$ cat src/design/cipc_pkg.sv
/*
  shared constants, states and carriers of the configuration pin control
  block; assumes a 32-bit AXI4-Lite register bus with byte addressing
*/
package cipc_pkg;

  // ----------------------------------------------------------------
  // register map
  // ----------------------------------------------------------------
  localparam int ADDR_W = 12;
  localparam logic [11:0] ADDR_CTRL = 12'h000;
  localparam logic [11:0] ADDR_STATUS = 12'h004;
  localparam logic [11:0] ADDR_INIT = 12'h008;

  localparam logic [4:0] CTRL_RESET = 5'h00;
  localparam logic [15:0] INIT_TICKS_RESET = 16'h0020;

  localparam int ST_STATE_LSB = 0;
  localparam int ST_USER_BIT = 2;
  localparam int ST_DONE_PIN_BIT = 3;
  localparam int ST_DONE_RISE_BIT = 4;

  localparam logic [1:0] RESP_OKAY = 2'h0;
  localparam logic [1:0] RESP_SLVERR = 2'h2;

  // ----------------------------------------------------------------
  // timing
  // ----------------------------------------------------------------
  localparam logic [15:0] FRAME_CYCLES = 16'h0010;

  // ----------------------------------------------------------------
  // optional pin slots
  // ----------------------------------------------------------------
  localparam int OPT_PINS = 4;
  localparam int IDX_STARTUP_CLK = 0;
  localparam int IDX_INIT_DONE = 1;
  localparam int IDX_OUTPUT_ENABLE = 2;
  localparam int IDX_REGISTER_CLEAR = 3;

  // ----------------------------------------------------------------
  // serial flash pins when idle
  // ----------------------------------------------------------------
  localparam logic AS_CLK_IDLE = 1'b0;
  localparam logic AS_SEL_IDLE = 1'b1;
  localparam logic AS_CMD_IDLE = 1'b1;

  // ----------------------------------------------------------------
  // types
  // ----------------------------------------------------------------
  typedef enum logic [1:0] {
    CIPC_RESET,
    CIPC_CONFIG,
    CIPC_INIT,
    CIPC_USER
  } cipc_state_t;

  typedef struct packed {
    logic as_tristate;
    logic clr_override;
    logic oe_override;
    logic user_clk;
    logic init_done;
  } cipc_opt_t;

endpackage : cipc_pkg

$ cat src/design/cipc_init_timer.sv
/*
  initialization timer: counts ticks of either the system clock or of
  rising edges seen on the user start-up clock input; assumes that input
  is synchronous to aclk and slower than half its rate
*/
`timescale 1ns/1ps
`default_nettype none

module cipc_init_timer #(
  parameter int CNT_W = 16
) (
  // clock and reset
  input wire logic aclk,
  input wire logic aresetn,
  // control
  input wire logic run,
  input wire logic use_user_clk,
  input wire logic user_clk_in,
  input wire logic [CNT_W-1:0] ticks,
  // status
  output logic done
);

  logic prev_q;
  logic [CNT_W-1:0] cnt_q;
  logic done_q;
  logic tick;

  // ----------------------------------------------------------------
  // tick select
  // ----------------------------------------------------------------
  assign tick = use_user_clk ? (user_clk_in & ~prev_q) : 1'b1;

  always_ff @(posedge aclk) begin
    if (!aresetn) begin
      prev_q <= 1'b0;
    end else begin
      prev_q <= user_clk_in;
    end
  end

  // ----------------------------------------------------------------
  // counter
  // ----------------------------------------------------------------
  always_ff @(posedge aclk) begin
    if (!aresetn || !run) begin
      cnt_q <= '0;
      done_q <= 1'b0;
    end else if (tick && !done_q) begin
      cnt_q <= cnt_q + 1'b1;
      done_q <= (cnt_q + 1'b1) >= ticks;
    end
  end

  assign done = done_q;
endmodule : cipc_init_timer

`default_nettype wire

$ cat src/design/cipc_pin_ctrl.sv
/*
  per-pin output stage for a bank of pins that may be user or dedicated;
  assumes the pad adds the weak pull-up when pull_up is high
*/
`timescale 1ns/1ps
`default_nettype none

module cipc_pin_ctrl #(
  parameter int WIDTH = 8
) (
  // clock and reset
  input wire logic aclk,
  input wire logic aresetn,
  // mode
  input wire logic user_mode,
  input wire logic oe_gate,
  input wire logic [WIDTH-1:0] dedicated,
  // dedicated function drive
  input wire logic [WIDTH-1:0] ded_out,
  input wire logic [WIDTH-1:0] ded_oe,
  // core drive
  input wire logic [WIDTH-1:0] core_out,
  input wire logic [WIDTH-1:0] core_oe,
  // pads
  output logic [WIDTH-1:0] pin_o,
  output logic [WIDTH-1:0] pin_oe,
  output logic [WIDTH-1:0] pull_up
);

  genvar g;
  generate
    for (g = 0; g < WIDTH; g++) begin : g_pin
      always_ff @(posedge aclk) begin
        if (!aresetn) begin
          pin_o[g] <= 1'b0;
          pin_oe[g] <= 1'b0;
          pull_up[g] <= 1'b1;
        end else if (dedicated[g]) begin
          pin_o[g] <= ded_out[g];
          pin_oe[g] <= ded_oe[g];
          pull_up[g] <= 1'b0;
        end else if (!user_mode) begin
          // not yet configured: float high, never drive
          pin_o[g] <= 1'b0;
          pin_oe[g] <= 1'b0;
          pull_up[g] <= 1'b1;
        end else begin
          pin_o[g] <= core_out[g];
          pin_oe[g] <= core_oe[g] & ~oe_gate;
          pull_up[g] <= 1'b0;
        end
      end
    end
  endgenerate

endmodule : cipc_pin_ctrl

`default_nettype wire

$ cat src/design/cipc_top.sv
/*
  configuration pin control: configuration sequencing, the open-drain
  init-done flag, the global output-enable and register-clear overrides,
  the serial flash pins and the optional pins; assumes an AXI4-Lite master
  and pads that resolve level from output and enable
*/
`timescale 1ns/1ps
`default_nettype none

// Operation
// - disabled optional pins stay tri-stated with pull-up during configuration
// - tri-state option floats serial clock, data, select, command in user mode
// - user clock option makes initialization count user clock edges
// - init-done floats while configuration request low and at config start
// - init-done drives low once its option loads from first frame
// - init-done released at end of initialization, one cycle after user mode
// - global output enable low floats all I/O when override enabled
// - global clear low clears all registers when override enabled
// - disabled optional pins serve as user I/O in user mode
module cipc_top #(
  parameter int NUM_IO = 8,
  parameter logic [15:0] FRAME_LEN = cipc_pkg::FRAME_CYCLES
) (
  // clock and reset
  input wire logic aclk,
  input wire logic aresetn,
  // axi4-lite write
  input wire logic [cipc_pkg::ADDR_W-1:0] s_axi_awaddr,
  input wire logic s_axi_awvalid,
  output logic s_axi_awready,
  input wire logic [31:0] s_axi_wdata,
  input wire logic [3:0] s_axi_wstrb,
  input wire logic s_axi_wvalid,
  output logic s_axi_wready,
  output logic [1:0] s_axi_bresp,
  output logic s_axi_bvalid,
  input wire logic s_axi_bready,
  // axi4-lite read
  input wire logic [cipc_pkg::ADDR_W-1:0] s_axi_araddr,
  input wire logic s_axi_arvalid,
  output logic s_axi_arready,
  output logic [31:0] s_axi_rdata,
  output logic [1:0] s_axi_rresp,
  output logic s_axi_rvalid,
  input wire logic s_axi_rready,
  // configuration request
  input wire logic config_request_n,
  // serial flash pins
  output logic config_serial_clock_o,
  output logic config_serial_clock_oe,
  input wire logic config_serial_data_in,
  output logic config_serial_data_in_en,
  output logic flash_select_n_o,
  output logic flash_select_n_oe,
  output logic flash_command_out_o,
  output logic flash_command_out_oe,
  // optional pins
  input wire logic [cipc_pkg::OPT_PINS-1:0] opt_pin_i,
  output logic [cipc_pkg::OPT_PINS-1:0] opt_pin_o,
  output logic [cipc_pkg::OPT_PINS-1:0] opt_pin_oe,
  output logic [cipc_pkg::OPT_PINS-1:0] opt_pull_up,
  input wire logic [cipc_pkg::OPT_PINS-1:0] core_opt_out,
  input wire logic [cipc_pkg::OPT_PINS-1:0] core_opt_oe,
  output logic [cipc_pkg::OPT_PINS-1:0] core_opt_in,
  // user i/o bank
  input wire logic [NUM_IO-1:0] io_pin_i,
  output logic [NUM_IO-1:0] io_pin_o,
  output logic [NUM_IO-1:0] io_pin_oe,
  output logic [NUM_IO-1:0] io_pull_up,
  input wire logic [NUM_IO-1:0] core_io_out,
  input wire logic [NUM_IO-1:0] core_io_oe,
  output logic [NUM_IO-1:0] core_io_in,
  // core status
  output logic user_mode,
  output logic user_register_clear,
  output logic serial_data_sample
);

  cipc_pkg::cipc_state_t state_q;
  cipc_pkg::cipc_opt_t ctrl_q;
  cipc_pkg::cipc_opt_t opt_q;
  logic [15:0] init_ticks_q;
  logic [15:0] frame_cnt_q;
  logic timer_done;
  logic done_rise_q;
  logic done_oe_prev_q;
  logic done_rise;
  logic oe_gate;
  logic [cipc_pkg::OPT_PINS-1:0] opt_ded;
  logic [cipc_pkg::OPT_PINS-1:0] opt_ded_oe;
  logic user_startup_clock_in;
  logic global_output_enable;
  logic global_register_clear_n;
  logic aw_have_q;
  logic w_have_q;
  logic [cipc_pkg::ADDR_W-1:0] awaddr_q;
  logic [31:0] wdata_q;
  logic [3:0] wstrb_q;
  logic do_write;
  logic status_clr;
  logic [31:0] rd_word;
  logic rd_hit;
  logic ser_clk_q;
  logic sample_q;

  assign user_startup_clock_in = opt_pin_i[cipc_pkg::IDX_STARTUP_CLK];
  assign global_output_enable = opt_pin_i[cipc_pkg::IDX_OUTPUT_ENABLE];
  assign global_register_clear_n = opt_pin_i[cipc_pkg::IDX_REGISTER_CLEAR];
  assign core_opt_in = opt_pin_i;
  assign core_io_in = io_pin_i;

  // ----------------------------------------------------------------
  // configuration sequence
  // ----------------------------------------------------------------
  always_ff @(posedge aclk) begin
    if (!aresetn || !config_request_n) begin
      state_q <= cipc_pkg::CIPC_RESET;
    end else begin
      case (state_q)
        cipc_pkg::CIPC_RESET: state_q <= cipc_pkg::CIPC_CONFIG;
        cipc_pkg::CIPC_CONFIG: begin
          if (frame_cnt_q == FRAME_LEN - 16'h0001) begin
            state_q <= cipc_pkg::CIPC_INIT;
          end
        end
        cipc_pkg::CIPC_INIT: begin
          if (timer_done) begin
            state_q <= cipc_pkg::CIPC_USER;
          end
        end
        default: state_q <= cipc_pkg::CIPC_USER;
      endcase
    end
  end

  always_ff @(posedge aclk) begin
    if (!aresetn || state_q != cipc_pkg::CIPC_CONFIG) begin
      frame_cnt_q <= '0;
    end else begin
      frame_cnt_q <= frame_cnt_q + 16'h0001;
    end
  end

  // options become live only once the first frame has been taken in
  always_ff @(posedge aclk) begin
    if (!aresetn || state_q == cipc_pkg::CIPC_RESET) begin
      opt_q <= cipc_pkg::CTRL_RESET;
    end else if (state_q == cipc_pkg::CIPC_CONFIG &&
                 frame_cnt_q == FRAME_LEN - 16'h0001) begin
      opt_q <= ctrl_q;
    end
  end

  cipc_init_timer #(
    .CNT_W(16)
  ) u_timer (
    .aclk(aclk),
    .aresetn(aresetn),
    .run(state_q == cipc_pkg::CIPC_INIT),
    .use_user_clk(opt_q.user_clk),
    .user_clk_in(user_startup_clock_in),
    .ticks(init_ticks_q),
    .done(timer_done)
  );

  assign user_mode = state_q == cipc_pkg::CIPC_USER;

  // ----------------------------------------------------------------
  // optional pins and user i/o
  // ----------------------------------------------------------------
  assign oe_gate = opt_q.oe_override & ~global_output_enable;
  assign opt_ded = {opt_q.clr_override, opt_q.oe_override,
                    opt_q.init_done, opt_q.user_clk};
  assign opt_ded_oe = {2'b00,
                       opt_q.init_done & state_q == cipc_pkg::CIPC_INIT,
                       1'b0};

  cipc_pin_ctrl #(
    .WIDTH(cipc_pkg::OPT_PINS)
  ) u_opt_pins (
    .aclk(aclk),
    .aresetn(aresetn),
    .user_mode(user_mode),
    .oe_gate(oe_gate),
    .dedicated(opt_ded),
    .ded_out('0),
    .ded_oe(opt_ded_oe),
    .core_out(core_opt_out),
    .core_oe(core_opt_oe),
    .pin_o(opt_pin_o),
    .pin_oe(opt_pin_oe),
    .pull_up(opt_pull_up)
  );

  cipc_pin_ctrl #(
    .WIDTH(NUM_IO)
  ) u_io_pins (
    .aclk(aclk),
    .aresetn(aresetn),
    .user_mode(user_mode),
    .oe_gate(oe_gate),
    .dedicated('0),
    .ded_out('0),
    .ded_oe('0),
    .core_out(core_io_out),
    .core_oe(core_io_oe),
    .pin_o(io_pin_o),
    .pin_oe(io_pin_oe),
    .pull_up(io_pull_up)
  );

  always_ff @(posedge aclk) begin
    if (!aresetn) begin
      user_register_clear <= 1'b0;
    end else begin
      user_register_clear <= opt_q.clr_override & ~global_register_clear_n;
    end
  end

  // ----------------------------------------------------------------
  // serial flash pins
  // ----------------------------------------------------------------
  always_ff @(posedge aclk) begin
    if (!aresetn) begin
      ser_clk_q <= cipc_pkg::AS_CLK_IDLE;
      sample_q <= 1'b0;
      config_serial_clock_oe <= 1'b1;
      flash_select_n_o <= cipc_pkg::AS_SEL_IDLE;
      flash_select_n_oe <= 1'b1;
      flash_command_out_o <= cipc_pkg::AS_CMD_IDLE;
      flash_command_out_oe <= 1'b1;
      config_serial_data_in_en <= 1'b1;
    end else begin
      ser_clk_q <= (state_q == cipc_pkg::CIPC_CONFIG) ? ~ser_clk_q
                                                      : cipc_pkg::AS_CLK_IDLE;
      if (state_q == cipc_pkg::CIPC_CONFIG && !ser_clk_q) begin
        sample_q <= config_serial_data_in;
      end
      flash_select_n_o <= (state_q == cipc_pkg::CIPC_CONFIG) ? 1'b0
                                                  : cipc_pkg::AS_SEL_IDLE;
      flash_command_out_o <= (state_q == cipc_pkg::CIPC_CONFIG) ? 1'b0
                                                  : cipc_pkg::AS_CMD_IDLE;
      config_serial_clock_oe <= ~(user_mode & opt_q.as_tristate);
      flash_select_n_oe <= ~(user_mode & opt_q.as_tristate);
      flash_command_out_oe <= ~(user_mode & opt_q.as_tristate);
      config_serial_data_in_en <= ~(user_mode & opt_q.as_tristate);
    end
  end

  assign config_serial_clock_o = ser_clk_q;
  assign serial_data_sample = sample_q;

  // ----------------------------------------------------------------
  // register bus
  // ----------------------------------------------------------------
  assign s_axi_awready = !aw_have_q && !s_axi_bvalid;
  assign s_axi_wready = !w_have_q && !s_axi_bvalid;
  assign do_write = aw_have_q && w_have_q && !s_axi_bvalid;
  assign status_clr = do_write && awaddr_q == cipc_pkg::ADDR_STATUS &&
                      wstrb_q[0] && wdata_q[cipc_pkg::ST_DONE_RISE_BIT];

  always_ff @(posedge aclk) begin
    if (!aresetn) begin
      aw_have_q <= 1'b0;
      awaddr_q <= '0;
    end else if (s_axi_awvalid && s_axi_awready) begin
      aw_have_q <= 1'b1;
      awaddr_q <= s_axi_awaddr;
    end else if (do_write) begin
      aw_have_q <= 1'b0;
    end
  end

  always_ff @(posedge aclk) begin
    if (!aresetn) begin
      w_have_q <= 1'b0;
      wdata_q <= '0;
      wstrb_q <= '0;
    end else if (s_axi_wvalid && s_axi_wready) begin
      w_have_q <= 1'b1;
      wdata_q <= s_axi_wdata;
      wstrb_q <= s_axi_wstrb;
    end else if (do_write) begin
      w_have_q <= 1'b0;
    end
  end

  always_ff @(posedge aclk) begin
    if (!aresetn) begin
      ctrl_q <= cipc_pkg::CTRL_RESET;
      init_ticks_q <= cipc_pkg::INIT_TICKS_RESET;
    end else if (do_write) begin
      if (awaddr_q == cipc_pkg::ADDR_CTRL && wstrb_q[0]) begin
        ctrl_q <= wdata_q[4:0];
      end
      if (awaddr_q == cipc_pkg::ADDR_INIT) begin
        if (wstrb_q[0]) init_ticks_q[7:0] <= wdata_q[7:0];
        if (wstrb_q[1]) init_ticks_q[15:8] <= wdata_q[15:8];
      end
    end
  end

  always_ff @(posedge aclk) begin
    if (!aresetn) begin
      s_axi_bvalid <= 1'b0;
      s_axi_bresp <= cipc_pkg::RESP_OKAY;
    end else if (do_write) begin
      s_axi_bvalid <= 1'b1;
      s_axi_bresp <= (awaddr_q == cipc_pkg::ADDR_CTRL ||
                      awaddr_q == cipc_pkg::ADDR_STATUS ||
                      awaddr_q == cipc_pkg::ADDR_INIT) ?
                     cipc_pkg::RESP_OKAY : cipc_pkg::RESP_SLVERR;
    end else if (s_axi_bready) begin
      s_axi_bvalid <= 1'b0;
    end
  end

  // sticky edge of the released flag as the outside sees it
  assign done_rise = done_oe_prev_q & ~opt_pin_oe[cipc_pkg::IDX_INIT_DONE];

  always_ff @(posedge aclk) begin
    if (!aresetn) begin
      done_oe_prev_q <= 1'b0;
      done_rise_q <= 1'b0;
    end else begin
      done_oe_prev_q <= opt_pin_oe[cipc_pkg::IDX_INIT_DONE];
      if (done_rise) begin
        done_rise_q <= 1'b1;
      end else if (status_clr) begin
        done_rise_q <= 1'b0;
      end
    end
  end

  always_comb begin
    rd_word = '0;
    rd_hit = 1'b1;
    if (s_axi_araddr == cipc_pkg::ADDR_CTRL) begin
      rd_word[4:0] = ctrl_q;
    end else if (s_axi_araddr == cipc_pkg::ADDR_STATUS) begin
      rd_word[cipc_pkg::ST_STATE_LSB +: 2] = state_q;
      rd_word[cipc_pkg::ST_USER_BIT] = user_mode;
      rd_word[cipc_pkg::ST_DONE_PIN_BIT] =
        ~opt_pin_oe[cipc_pkg::IDX_INIT_DONE];
      rd_word[cipc_pkg::ST_DONE_RISE_BIT] = done_rise_q;
    end else if (s_axi_araddr == cipc_pkg::ADDR_INIT) begin
      rd_word[15:0] = init_ticks_q;
    end else begin
      rd_hit = 1'b0;
    end
  end

  assign s_axi_arready = !s_axi_rvalid;

  always_ff @(posedge aclk) begin
    if (!aresetn) begin
      s_axi_rvalid <= 1'b0;
      s_axi_rdata <= '0;
      s_axi_rresp <= cipc_pkg::RESP_OKAY;
    end else if (s_axi_arvalid && s_axi_arready) begin
      s_axi_rvalid <= 1'b1;
      s_axi_rdata <= rd_word;
      s_axi_rresp <= rd_hit ? cipc_pkg::RESP_OKAY : cipc_pkg::RESP_SLVERR;
    end else if (s_axi_rready) begin
      s_axi_rvalid <= 1'b0;
    end
  end
endmodule : cipc_top

`default_nettype wire
$ cat config.mk
export PLATFORM = sky130hd
export DESIGN_NAME = cipc_top
export DESIGN_NICKNAME = d
export VERILOG_FILES = /design/src/design/cipc_pkg.sv /design/src/design/cipc_init_timer.sv /design/src/design/cipc_pin_ctrl.sv /design/src/design/cipc_top.sv
export SDC_FILE = /design/constraint.sdc
export NUM_CORES = 1
export LEC_CHECK = 0
export BUFFER_PORTS_ARGS = -buffer_cell sky130_fd_sc_hd__clkbuf_2
export CAP_MARGIN = 20
export CORE_MARGIN = 8
export CORE_UTILIZATION = 51
export CTS_BUF_LIST = sky130_fd_sc_hd__clkbuf_16
export CTS_CLUSTER_DIAMETER = 80
export DETAILED_ROUTE_END_ITERATION = 7
export PLACE_DENSITY = 0.84
export REMOVE_ABC_BUFFERS = 1
export SYNTH_ARGS = -nofsm -noshare
export SYNTH_HDL_FRONTEND = slang
export SYNTH_SLANG_ARGS = --single-unit
$ cat constraint.sdc
create_clock -name aclk -period 2.4 [get_ports aclk]
set_input_delay 0.24 -clock aclk [delete_from_list [all_inputs] [get_ports aclk]]
set_output_delay 0.24 -clock aclk [all_outputs]
set_load 0.05 [all_outputs]
==> reports/metrics.yaml <==
grt:
  track_usage_pct: 19.37
  grt_start_max_net_pins: 58
  grt_first_pass_wirelength_mm: 26.06
  grt_overflow: 0
  grt_pass1_vias: 5592
  antenna_found_initial: 0
pwr:
  power_density_nw_per_um2: 688.9
  clkPwrFrac_pct: 44.5
  pwr-share-comb_pct: 7.3
  p_seq_share_pct: 48.2
  irDropWorstVdd_mv: 0.4584
  p_switching_mw: 1.295
  leakagePower_nw: 3.211
  switching_share_pct: 24.26
  p_int_mw: 4.041
detailed_routing:
  vias_per_cell: 5.243
  wire_per_inst_um: 14.73
  postRouteAntennaNets: 0
  drtPass1Iterations: 5
  first_iter_violations: 371
  drcViolationCount: 0
  wl_mm: 15.74
  vias: 5600
final_layout:
  regArea_um2: 3009
  fillCellCount: 1107
  drive_gt1_share_pct: 23.66
  fin_nets: 1007
  fin_util_pct: 61.88
  multi_input_area_um2: 3005
  area_growth_pct: 19.18
  stdcell_count: 1068
  n_antenna_cell: 0
run:
  max_cap_viol_count: 0
yosys:
  ys_async_sr_fraction_pct: 0
  yosysMostFrequentCell: "dfxtp_1"
  synthCells: 756
  syn_area_um2: 6499
  synth_edf_count: 0
  yosysSeqAreaShare_pct: 46.21
  ys_types: 51
  synth_top_area_share_pct: 46.21
  synthTopCellsByCount: "dfxtp_1, nand2_1, a21oi_1"
  synthTopCellsByArea: "dfxtp_1, a21oi_1, nand2_1"
  synth.largest_area_cell: "dfxtp_1"
  yosys_warnings: 0
  synth_seq_cells: 150
  syn_avg_cell_area_um2: 8.596
  ys.flop_type: "dfxtp_1"
clock_tree:
  postCtsSetupBuffers: 0
  cts_tree: "done"
  cts_buffers: 17
  cts_num_sinks: 150
  cts_max_level: 4
  root_buffer: "clkbuf_16"
  cts_max_path_buffers: 2
  clk_pin_slew_worst_paths_ns: 0.06
  clk-insertion-delay-late_ns: 0.42
floorplanning:
  start_util_pct: 51.92
  die_area_um2: 16610
  dieHeight_um: 128.9
  fp.dieW_um: 128.9
  coreArea_um2: 12520
  row_count: 41
  io_pins: 204
run_status:
  status: "finished, final reports clean"
worst_setup_path:
  endpoint_kind: "flip-flop"
  worst-path-max-fanout: 6
  cp.required_ns: 2.69
  worstSetupPathType: "flip-flop to flip-flop"
  start_kind: "flip-flop"
  crit_arrival_ns: 2.58
timing:
  period_minus_slack_ns: 2.285
  rsz0062_at_grt: "no"
  min_period_over_period_pct: 95.22
  fin_skew_ns: 0.01120
  hold_viol_final: 0
  whs_ns: 0.01525
  maxSlewViolCount: 0
  max_freq_mhz: 437.6
  relSlewSlack_pct: 57.18
  finalSetupViolCount: 0
  tightest_slew_ns: 0.6356
placement:
  dp_hpwl_mm: 11.56
  port_buffers: 149
  post-place-cells: 1036
  gp_congestion: 0.8788
hold_path:
  worstHoldPathType: "primary input to flip-flop"
==> power by group through the flow <==
stage          logic [mW]  registers [mW]  clock network (mW)
6_report            0.390            2.57                2.37
5_1_grt             0.431            2.58                2.51
4_1_cts             0.389            2.57                2.39
3_5_place_dp        0.386            2.63                   0
3_3_place_gp        0.379            2.62                   0
2_1_floorplan       0.218            2.64                   0
==> registers in the layout (all words and copies together), names as in the netlist, 2 cells and up <==
name,count
frame_cnt_q,16
init_ticks_q,16
s_axi_rdata,16
u_timer.cnt_q,16
wdata_q,16
awaddr_q,12
u_io_pins.pin_o,8
u_io_pins.pin_oe,8
ctrl_q,5
opt_ded,4
u_opt_pins.pin_o,4
u_opt_pins.pin_oe,4
u_opt_pins.pull_up,4
state_q,2
wstrb_q,2
==> final timing paths <==
| check | from | end | slack, ns | depth (start not counted) |
|---|---|---|---|---|
| setup / recovery | u_timer.cnt_q[1] | u_timer.done | 0.11 | 10 |
| hold / removal | core_io_out[2] | u_io_pins.pin_o[2] | 0.02 | 2 |
| setup reg to reg | u_timer.cnt_q[1] | u_timer.done | 0.11 | 10 |
| hold reg to reg | opt_q[4] | flash_command_out_oe | 0.39 | 1 |
==> final cells by class <==
class                      count  share of cell area (%)
tap                          172                   2.779
multi-input combinational    517                   38.80
inverter                      33                   1.599
clock buffer                  17                   5.493
clock inverter                14                   1.260
timing repair buffer         165                   11.21
sequential                   150                   38.85
==> stage by stage <==
step / area (um^2) / worst slack, ns / TNS, ns / power (mW)
2_1_floorplan: 6098 / -0.6816 / -5.453 / 2.860
3_3_place_gp: 7172 / 0.1005 / 0 / 3.003
3_5_place_dp: 7172 / 0.001849 / 0 / 3.012
4_1_cts: 7712 / 0.01057 / 0 / 5.352
5_1_grt: 7745 / 0.003062 / 0 / 5.521
6_report: 7745 / 0.1147 / 0 / 5.336
==> worst max-delay path: stages, from the launching register on <==
cell	delay [ns]
dfxtp_2	0.35
ha_1	0.17
and4_4	0.28
nand4_4	0.14
nor2_2	0.15
xor2_1	0.17
ha_1	0.26
nand2_2	0.11
nor2_1	0.07
a2111oi_2	0.34
a31oi_1	0.13
==> routing by layer <==
metal | share of wire, % | GRT usage [%] | routed length [um] | vias up
met5 | 0 | 0 | 0 | -
met3 | 6.7 | 5.916 | 1052 | 21
met2 | 49 | 32.54 | 7661 | 188
met4 | 1.6 | 7.118 | 249 | 0
li1 | - | - | - | 2808
met1 | 43 | 22.81 | 6772 | 2583
==> logic make-up after synthesis <==
kind of cell	share of synthesized area (%)
other	0.05770
buffers and inverters	9.049
adders and majority gates	3.466
muxes	0.3081
AOI/OAI and AO/OA	15.25
DFF	46.21
xor gates and xnor gates	3.774
and+or+nand+nor	21.89
==> what timing repair did <==
| item | in CTS | in global routing |
|---|---|---|
| pin swaps | 0 | 2 |
| endpoints found under the hold margin | 1 | 0 |
| hold buffers | 1 | 0 |
| gates resized for setup | 2 | 13 |
| setup endpoints to repair | 1 | 1 |
==> layout by cell type, fill, tap and decap left out, drive strengths merged, types with 2 or more instances in the layout <==
cell    instances
nor2           35
and4b           3
a21oi          92
or3             9
and3            8
inv            36
ha             18
a221oi          6
a22o           11
nor4            8
clkbuf        166
clkinv          9
or2             2
nand4           9
nor3b           6
nand2b          6
and2           27
a211oi          4
or4             4
o31ai           4
o21ai          53
mux2i           2
dfxtp         150
and3b           3
buf            15
nand3b          2
xor2           11
xnor2          17
nor3            3
nand2          99
and4            7
nand3          41
conb           18
Power figures use the tool's default switching activity.
